[src/logic/pipe_cfg.svh]
// Constants for the instruction pipeline control block.
`ifndef PIPE_CFG_SVH
`define PIPE_CFG_SVH
`define PIPE_PC_W 20
`define PIPE_WORD_W 16
`define PIPE_PC_STEP 20'h00002
`define PIPE_PC_LEAD 20'h00006
`define PIPE_PC_RESET 20'h00000
`define PIPE_PRE_PG1 8'h17
`define PIPE_PRE_PG2 8'h27
`define PIPE_PRE_PG3 8'h37
`define PIPE_EXEC_MIN 4'h1
`endif

[src/logic/pipe_pkg.sv]
// Types shared by the instruction pipeline control block.
package pipe_pkg;
    typedef enum logic [1:0]
    {
        EX_IDLE = 2'b00,
        EX_RUN = 2'b01,
        EX_FLUSH = 2'b10
    } exec_state_t;
    typedef logic [15:0] word_t;
endpackage : pipe_pkg

[src/logic/pipe_stage.sv]
// One pipeline stage register holding a word and a valid flag.
module pipe_stage #(
    parameter int W = 16
) (
    input wire logic mclk_i,
    input wire logic reset_i,
    input wire logic flush_i,
    input wire logic load_i,
    input wire logic [W-1:0] data_i,
    input wire logic valid_i,
    output logic [W-1:0] data_o,
    output logic valid_o
);
    // Flush has priority so that old-stream words never survive a flow change.
    always_ff @(posedge mclk_i)
    begin
        if (reset_i || flush_i)
        begin
            data_o <= '0;
            valid_o <= 1'b0;
        end
        else if (load_i)
        begin
            data_o <= data_i;
            valid_o <= valid_i;
        end
    end
endmodule : pipe_stage

[src/logic/instruction_pipeline_control.sv]
// Fetch sequencing, three-stage instruction pipeline and execution control.
//
// Function
// - Three-stage FIFO holds instructions: A, B, C.
// - Up to three single-word instructions held.
// - Fetched words enter A, evaluated in B.
// - Operands from A or B; B only 8-bit.
// - Completed opcode moves B to C, stays.
// - Prefetch reads ahead, increments program counter.
// - PC equals instruction address plus six.
// - Sequencer drives two tracking outputs.
// - Sequencer, pipeline, execution run concurrently.
// - Execution evaluates opcodes, advances pipeline.
// - Execution length varies with instruction.
// - Fetch words from even addresses only.
// - Prebytes 17, 27, 37 select pages 1-3.
// - Flow change flushes stages A and B.
`include "pipe_cfg.svh"
module instruction_pipeline_control #(
    parameter int PC_W = `PIPE_PC_W
) (
    input wire logic mclk_i,
    input wire logic reset_i,
    input wire logic fetch_ack_i,
    input wire pipe_pkg::word_t fetch_data_i,
    input wire logic exec_done_i,
    input wire logic flow_change_i,
    input wire logic [PC_W-1:0] flow_target_i,
    input wire logic operand_sel_b_i,
    output logic fetch_req_o,
    output logic [PC_W-1:0] fetch_addr_o,
    output logic [PC_W-1:0] pc_o,
    output logic [PC_W-1:0] inst_addr_o,
    output logic exec_start_o,
    output logic exec_busy_o,
    output logic [7:0] opcode_o,
    output logic [1:0] opcode_page_o,
    output pipe_pkg::word_t operand_o,
    output pipe_pkg::word_t stage_c_o,
    output logic pipe_track_out_0,
    output logic pipe_track_out_1
);
    import pipe_pkg::*;

    exec_state_t state_r;
    exec_state_t state_nxt;
    logic [PC_W-1:0] pc_r;
    logic [PC_W-1:0] a_addr;
    logic [PC_W-1:0] b_addr;
    logic [1:0] page_nxt;
    word_t a_data;
    word_t b_data;
    word_t c_data;
    logic a_valid;
    logic b_valid;
    logic c_valid;

    // Stage control: B loads from A when B is free or its instruction retires.
    // A redirect wins over everything in its cycle except the retire into C: no advance, no start, no fetch,
    // because any word moved then would belong to the stream being thrown away.
    wire logic b_free = !b_valid || (state_r == EX_RUN && exec_done_i);
    wire logic adv_ab = a_valid && b_free && !flow_change_i;
    wire logic a_load = fetch_ack_i && (!a_valid || adv_ab);
    wire logic retire = state_r == EX_RUN && exec_done_i;
    wire logic flush_ab = flow_change_i;
    wire logic b_leaves = retire && !adv_ab;
    wire logic [7:0] b_hi = b_data[15:8];
    wire logic is_pre1 = b_hi == `PIPE_PRE_PG1;
    wire logic is_pre2 = b_hi == `PIPE_PRE_PG2;
    wire logic is_pre3 = b_hi == `PIPE_PRE_PG3;
    wire logic is_pre = is_pre1 || is_pre2 || is_pre3;
    wire logic start = b_valid && state_r == EX_IDLE && !flow_change_i;
    wire logic [PC_W-1:0] pc_inc = PC_W'(pc_r + `PIPE_PC_STEP);
    wire logic [PC_W-1:0] pc_lead = PC_W'(b_addr + `PIPE_PC_LEAD);
    wire logic [PC_W-1:0] target_even = {flow_target_i[PC_W-1:1], 1'b0};

    // Page select: a prebyte in the high byte sets the page for the low byte.
    assign page_nxt = is_pre1 ? 2'd1 : is_pre2 ? 2'd2 : is_pre3 ? 2'd3 : 2'd0;

    // Three stages of the FIFO, all running alongside fetch and execution.
    pipe_stage #(.W(16)) u_stage_a (
        .mclk_i(mclk_i), .reset_i(reset_i), .flush_i(flush_ab), .load_i(a_load || adv_ab),
        .data_i(fetch_data_i), .valid_i(a_load), .data_o(a_data), .valid_o(a_valid));
    pipe_stage #(.W(16)) u_stage_b (
        .mclk_i(mclk_i), .reset_i(reset_i), .flush_i(flush_ab), .load_i(adv_ab || b_leaves),
        .data_i(a_data), .valid_i(adv_ab), .data_o(b_data), .valid_o(b_valid));
    pipe_stage #(.W(16)) u_stage_c (
        .mclk_i(mclk_i), .reset_i(reset_i), .flush_i(1'b0), .load_i(retire),
        .data_i(b_data), .valid_i(1'b1), .data_o(c_data), .valid_o(c_valid));

    // The fetch address of each word travels beside it through A and B.
    // This costs two address registers but lets a start know its own address exactly,
    // however slow the memory was while the word was on its way.
    pipe_stage #(.W(PC_W)) u_addr_a (
        .mclk_i(mclk_i), .reset_i(reset_i), .flush_i(flush_ab), .load_i(a_load || adv_ab),
        .data_i(pc_r), .valid_i(a_load), .data_o(a_addr), .valid_o());
    pipe_stage #(.W(PC_W)) u_addr_b (
        .mclk_i(mclk_i), .reset_i(reset_i), .flush_i(flush_ab), .load_i(adv_ab || b_leaves),
        .data_i(a_addr), .valid_i(adv_ab), .data_o(b_addr), .valid_o());

    // Execution sequencing; length is set by exec_done_i, not a fixed count.
    always_comb
    begin
        state_nxt = state_r;
        case (state_r)
            EX_IDLE: if (start) state_nxt = EX_RUN;
            EX_RUN: if (flow_change_i) state_nxt = EX_FLUSH;
                    else if (exec_done_i) state_nxt = EX_IDLE;
            EX_FLUSH: state_nxt = EX_IDLE;
            default: state_nxt = EX_IDLE;
        endcase
    end

    always_ff @(posedge mclk_i)
    begin
        if (reset_i)
        begin
            state_r <= EX_IDLE;
        end
        else
        begin
            state_r <= state_nxt;
        end
    end

    // Program counter steps one word per accepted fetch, even addresses only.
    always_ff @(posedge mclk_i)
    begin
        if (reset_i)
            pc_r <= `PIPE_PC_RESET;
        else if (flow_change_i)
            pc_r <= target_even;
        else if (a_load)
            pc_r <= pc_inc;
    end

    // At start the visible program counter is the instruction's address plus six bytes.
    // The fetch pointer may lag that point while memory is slow, so the visible value is
    // built from the address carried with the word, not from the fetch pointer.
    always_ff @(posedge mclk_i)
    begin
        if (reset_i)
        begin
            pc_o <= '0;
            inst_addr_o <= '0;
        end
        else if (start)
        begin
            pc_o <= pc_lead;
            inst_addr_o <= b_addr;
        end
    end

    // Registered outputs, including the two tracking signals.
    always_ff @(posedge mclk_i)
    begin
        if (reset_i)
        begin
            fetch_req_o <= 1'b0;
            fetch_addr_o <= '0;
            exec_start_o <= 1'b0;
            exec_busy_o <= 1'b0;
            opcode_o <= 8'h00;
            opcode_page_o <= 2'd0;
            operand_o <= 16'h0000;
            stage_c_o <= 16'h0000;
            pipe_track_out_0 <= 1'b0;
            pipe_track_out_1 <= 1'b0;
        end
        else
        begin
            fetch_req_o <= !flow_change_i;
            fetch_addr_o <= flow_change_i ? target_even : (a_load ? pc_inc : pc_r);
            exec_start_o <= start;
            exec_busy_o <= state_r == EX_RUN;
            opcode_o <= is_pre ? b_data[7:0] : b_hi;
            opcode_page_o <= is_pre ? page_nxt : 2'd0;
            operand_o <= operand_sel_b_i ? {8'h00, b_data[7:0]} : a_data;
            stage_c_o <= c_valid ? c_data : 16'h0000;
            pipe_track_out_0 <= adv_ab;
            pipe_track_out_1 <= start || retire;
        end
    end

    // Checks on sequencing, stall and flush behaviour. The stall and flush checks watch the stage flags rather
    // than the decode wires, so a broken stage load is caught and not only a bad equation.
    chk_stall_empty_a: assert property (@(posedge mclk_i) disable iff (reset_i)
        !a_valid && !b_valid |=> !b_valid) else $error("B filled from empty stage A");
    chk_resume_a_b: assert property (@(posedge mclk_i) disable iff (reset_i)
        a_valid && !b_valid && !flow_change_i |=> b_valid) else $error("stall not released");
    chk_flush_ab: assert property (@(posedge mclk_i) disable iff (reset_i)
        flow_change_i |=> !a_valid && !b_valid) else $error("flush left words");
    chk_req_after_flow: assert property (@(posedge mclk_i) disable iff (reset_i)
        flow_change_i |=> !fetch_req_o && fetch_addr_o == $past(target_even))
        else $error("redirect fetch wrong");
    chk_pc_even: assert property (@(posedge mclk_i) disable iff (reset_i)
        pc_r[0] == 1'b0) else $error("odd fetch address");
    chk_pc_step: assert property (@(posedge mclk_i) disable iff (reset_i)
        a_load && !flow_change_i |=> pc_r == $past(pc_r) + `PIPE_PC_STEP)
        else $error("pc step wrong");
    chk_pc_lead: assert property (@(posedge mclk_i) disable iff (reset_i)
        start |=> pc_o == inst_addr_o + `PIPE_PC_LEAD) else $error("pc lead wrong");
    chk_addr_follow: assert property (@(posedge mclk_i) disable iff (reset_i)
        adv_ab |=> b_addr == $past(a_addr)) else $error("B address lost");
    chk_start_run: assert property (@(posedge mclk_i) disable iff (reset_i)
        start |=> state_r == EX_RUN && exec_start_o) else $error("start not taken");
    chk_retire_c: assert property (@(posedge mclk_i) disable iff (reset_i)
        retire |=> c_data == $past(b_data) && c_valid) else $error("C not loaded");
    chk_c_hold: assert property (@(posedge mclk_i) disable iff (reset_i)
        !retire |=> c_data == $past(c_data)) else $error("C changed");
    chk_track_adv: assert property (@(posedge mclk_i) disable iff (reset_i)
        adv_ab |=> pipe_track_out_0) else $error("track 0 missed");
    chk_track_start: assert property (@(posedge mclk_i) disable iff (reset_i)
        start || retire |=> pipe_track_out_1) else $error("track 1 missed");
    chk_operand_b: assert property (@(posedge mclk_i) disable iff (reset_i)
        operand_sel_b_i |=> operand_o[15:8] == 8'h00) else $error("B operand wide");
    chk_page_sel: assert property (@(posedge mclk_i) disable iff (reset_i)
        b_valid && b_hi == `PIPE_PRE_PG2 |=> opcode_page_o == 2'd2) else $error("page wrong");
    cov_three_full: cover property (@(posedge mclk_i) a_valid && b_valid && c_valid);
    cov_flush: cover property (@(posedge mclk_i) state_r == EX_RUN && flow_change_i);
    cov_prebyte: cover property (@(posedge mclk_i) start && is_pre);
    cov_starved: cover property (@(posedge mclk_i) state_r == EX_IDLE && !a_valid && !b_valid);
endmodule : instruction_pipeline_control

[config.mk]
export PLATFORM = sky130hd
export DESIGN_NAME = instruction_pipeline_control
export DESIGN_NICKNAME = d
export VERILOG_FILES = /design/src/logic/pipe_pkg.sv /design/src/logic/pipe_stage.sv /design/src/logic/instruction_pipeline_control.sv
export VERILOG_INCLUDE_DIRS = /design/src /design/src/logic
export SDC_FILE = /design/constraint.sdc
export NUM_CORES = 1
export LEC_CHECK = 0
export ABC_CLOCK_PERIOD_IN_PS = 2200
export BUFFER_PORTS_ARGS = -buffer_cell sky130_fd_sc_hd__buf_2
export CAP_MARGIN = 30
export CORE_UTILIZATION = 45
export DETAILED_ROUTE_END_ITERATION = 16
export PLACE_DENSITY = 0.65
export SYNTH_ARGS = -nofsm -noshare
export SYNTH_HDL_FRONTEND = slang
export SYNTH_SLANG_ARGS = --single-unit
[constraint.sdc]
create_clock -name mclk_i -period 2.2 [get_ports mclk_i]
set_input_delay 0 -clock mclk_i [delete_from_list [all_inputs] [get_ports mclk_i]]
set_output_delay 0 -clock mclk_i [all_outputs]
set_load 0.02 [all_outputs]
==> summary by stage <==
Setup path
The type of the setup path with the least slack is reg2reg. The worst endpoint data arrival time is 2.35 ns. At the worst endpoint, the required time is 2.54 ns. The beginning of the critical path is fetch_addr_o[6]$_SDFFE_PP0P_. The minimum setup slack among reg-to-reg paths is 0.20 ns.

The endpoint class of the critical path is a register. The worst-path maximum fanout is 8. STA classifies the critical path startpoint as a register. The startpoint of the worst register-to-register path is fetch_addr_o[6]$_SDFFE_PP0P_.

Synthesis
Sorting the synthesized cells by area gives the leading types as sky130_fd_sc_hd__dfxtp_1 52%, sky130_fd_sc_hd__a21oi_1 8.6%, sky130_fd_sc_hd__nand2_1 8.0%, sky130_fd_sc_hd__o21ai_0 3.8%, sky130_fd_sc_hd__nand3_1 2.7%. After synthesis the cells add up to 7460 µm². Of the post-synthesis cell area, the dominant cell type holds 0.523.

The sequential cell area fraction in the yosys report is 0.523. In this run, distinct cell masters in the synthesized netlist total 57. The top cell type by total area after synthesis is sky130_fd_sc_hd__dfxtp_1. Synthesis produced a netlist whose cell count is 882. The leading register cell type out of synthesis is sky130_fd_sc_hd__dfxtp_1. The flip-flop and latch count after synthesis is 195. In this run, synthesis inferred 0 flip-flops with an integrated enable. The share of flip-flops with an asynchronous set or reset is 0.

The average instance in the mapped netlist occupies 8.46 µm². The synthesis warning total is 0.

Route
The routed layout has 6670 vias. For this run, design rule violations remaining after detail routing come to 0. The average vias per placed instance is 5.22. The detail route stage leaves a number of antenna-violating nets equal to 0. For this block, the initial DRC count from the detailed router was 530.

The average wire per cell in the routed design is 14.6 µm. For this block, the routed nets add up to 18600 µm of wire. The pre-antenna-repair detailed-routing pass consisted of 5 iterations.

Power
The total power after layout is 7.19 mW. The internal power component is 5.52 mW. Of the total power, combinational logic draws 0.067. The relative contribution of the clock network to total power is 0.426. Of the total power, the share spent switching nets is 0.233.

The power per unit of standard cell area is 760 nW/µm². The highest ir drop seen on vdd is 0.000568 V. The analysis attributes to net switching a power of 1.67 mW. The leakage component of the power is 3.64 nW.

The sequential power share is 0.507.

CTS
The clock net sink count is 195. After clock tree synthesis, the clock-pin slew on the worst setup and hold paths is 0.07 ns. The H-tree was split into 4 levels. The clock passes through at most 2 buffers. The master cell of the clock root buffer is sky130_fd_sc_hd__clkbuf_16. At the later pin of the worst-skew pair, clock insertion delay measures 0.44 ns. The post-CTS setup buffer count is 0. The number of clock buffers added by TritonCTS is 17. The TritonCTS clock tree is yes.

Min path
The path class of the tightest hold or removal check is in2reg. The launch instance of the worst min-delay path is reset_i.

STA
The worst path needs 2.00 ns of the cycle, external delays included. The total count of hold-check failures in the final report came to 0. The number of pins exceeding their max-slew limit in the final report is 0. Static timing analysis puts the maximum clock frequency at 499 MHz. After routing, the total negative slack on setup checks comes to 0 ns.

Setup repair after global routing left no endpoint under its margin. At the pin with the least slew margin, the transition time is 0.932 ns. The worst-case clock skew is 0.0111 ns. Measured against its own limit, the worst slew margin works out to 0.376. The number of failing setup endpoints in the final timing report is 0. Of the available clock period, the critical path in the final layout requires 0.910.

Placement
The HPWL after detailed placement is 12700 µm. The cell count after placement is 1209. At the end of routability-driven placement, the weighted congestion stood at 0.911. The number of input and output port buffers inserted is 144.

Floorplan
Measured along the x axis, the die boundary spans 131 µm. The initial core utilization is 0.465. The die covers 17100 µm².

Measured along the y axis, the die boundary spans 131 µm. Row generation in the floorplan step produced 46 rows. The number of placed I/O pins is 149. In this run the standard cell core region covers 16100 µm².

Finish
For this run, the number of standard cells in the final layout without fillers is 1278. The total inserted antenna cells is 0. The share of layout cells above drive strength 1 is 0.209. For this run, the post-layout net count is 1094. The number of fill cells in the layout is 1522.

The area added between synthesis and finish is 26.8%. Leaving out fill and tap cells, the most frequent cell in the layout is sky130_fd_sc_hd__dfxtp_1. The top cell types in the final layout, fill and taps aside, are 195 x sky130_fd_sc_hd__dfxtp_1, 160 x sky130_fd_sc_hd__nand2_1, 144 x sky130_fd_sc_hd__buf_2.

Status
The run finished with clean final reports.

Job
The number of violations of the max-capacitance limit is 0.

Global route
The combined global-route utilization of all metal layers is 0.219. The global-route wire length before repair is 28800 µm. The initial antenna violation count came to 0. For this run the aggregate overflow at the end of global routing stands at 0. The number of global-route vias before repair is 5545. The pin count of the biggest net entering global routing is 75.
-- final timing paths --
check,to,cells past startpoint
worst max-delay path,fetch_addr_o[17]$_SDFFE_PP0P_,4
worst min-delay path,exec_busy_o$_SDFF_PP0_,2
worst max register to register,fetch_addr_o[17]$_SDFFE_PP0P_,4
worst min register to register,u_stage_c.data_o[14]$_SDFFE_PP0P_,2
-- routing by layer --
| metal | vias to the layer above | part of all wire | global-route usage |
|---|---|---|---|
| met1 | 3070 | 0.52 | 0.333 |
| li1 | 3401 | - | - |
| met3 | 29 | 0.045 | 0.0411 |
| met4 | 0 | 0.017 | 0.0798 |
| met5 | - | 0 | 0 |
| met2 | 170 | 0.42 | 0.303 |
-- power groups by stage --
stage                     clock [mW]  sequential (mW)  combinational [mW]
after floorplan                    0             3.75               0.220
after global placement             0             3.72               0.428
after detailed placement           0             3.72               0.427
after CTS                       3.12             3.64               0.480
after global routing            3.27             3.65               0.527
final                           3.07             3.64               0.483
-- through the flow --
stage | instance area, µm² | setup WS, ns | utilization | hold slack, ns
after floorplan | 7470 | 0.173 | - | 0.122
after global placement | 8500 | 0.249 | 0.529 | 0.271
after detailed placement | 8500 | 0.226 | 0.529 | 0.269
after CTS | 9460 | 0.206 | 0.589 | 0.0790
after global routing | 9460 | 0.0288 | 0.589 | 0.111
final | 9460 | 0.198 | 0.589 | 0.0801
-- synth_stat cells, types with 3 or more instances --
master and count:
sky130_fd_sc_hd__dfxtp_1 195, sky130_fd_sc_hd__nand2_1 160, sky130_fd_sc_hd__a21oi_1 128, sky130_fd_sc_hd__o21ai_0 56
sky130_fd_sc_hd__clkbuf_1 52, sky130_fd_sc_hd__nand3_1 41, sky130_fd_sc_hd__nor2_1 40, sky130_fd_sc_hd__and2_1 28
sky130_fd_sc_hd__inv_1 15, sky130_fd_sc_hd__nor3_1 11, sky130_fd_sc_hd__xnor2_1 11, sky130_fd_sc_hd__a211oi_1 10
sky130_fd_sc_hd__a311oi_1 10, sky130_fd_sc_hd__buf_1 10, sky130_fd_sc_hd__or4_1 10, sky130_fd_sc_hd__a31oi_1 8
sky130_fd_sc_hd__mux2i_1 8, sky130_fd_sc_hd__nand4_1 7, sky130_fd_sc_hd__or3_1 7, sky130_fd_sc_hd__nand2b_1 6
sky130_fd_sc_hd__o31ai_1 6, sky130_fd_sc_hd__nor4_1 4, sky130_fd_sc_hd__o311a_1 4, sky130_fd_sc_hd__or2_2 4
sky130_fd_sc_hd__xor2_1 4, sky130_fd_sc_hd__and3_1 3, sky130_fd_sc_hd__buf_4 3, sky130_fd_sc_hd__o211ai_1 3
sky130_fd_sc_hd__o21ai_1 3
-- what timing repair did --
| item | CTS | global route |
|---|---|---|
| resized for setup | 0 | 0 |
| hold endpoints to repair | 40 | 0 |
| hold buffers | 38 | 0 |
-- state kept, by name (all words and copies together), names as in the netlist, 2 cells and up --
signal / flops
state_r: 2
u_addr_a.data_o: 19
operand_o: 16
u_stage_b.data_o: 16
stage_c_o: 16
opcode_page_o: 2
pc_o: 19
u_stage_a.data_o: 16
inst_addr_o: 19
fetch_addr_o: 19
u_addr_b.data_o: 19
opcode_o: 8
u_stage_c.data_o: 16
-- cell families after synthesis --
logic type                 share of synthesized area
AOI/OAI and AO/OA                              0.182
xor gates and xnor gates                      0.0176
adders and majority gates                    0.00335
buffers and inverters                         0.0431
DFF                                            0.523
muxes                                         0.0107
other                                       0.000502
and+or+nand+nor                                0.220
-- cell type report --
cell class	instances	area, µm²	share of cell area
inverter	15	56.3	0.00595
timing repair buffer	214	1380	0.146
clock buffer	21	460	0.0487
sequential	195	3900	0.413
tap	216	270	0.0286
clock inverter	10	124	0.0131
multi-input combinational	607	3270	0.345
-- critical path, cell delays in order (launching register included) --
cell and delay, ns:
sky130_fd_sc_hd__dfxtp_1 0.47, sky130_fd_sc_hd__nand4_4 0.18, sky130_fd_sc_hd__or4_4 0.54, sky130_fd_sc_hd__or4_1 0.49
sky130_fd_sc_hd__a311oi_1 0.25
(Power assumes the default switching activity.)
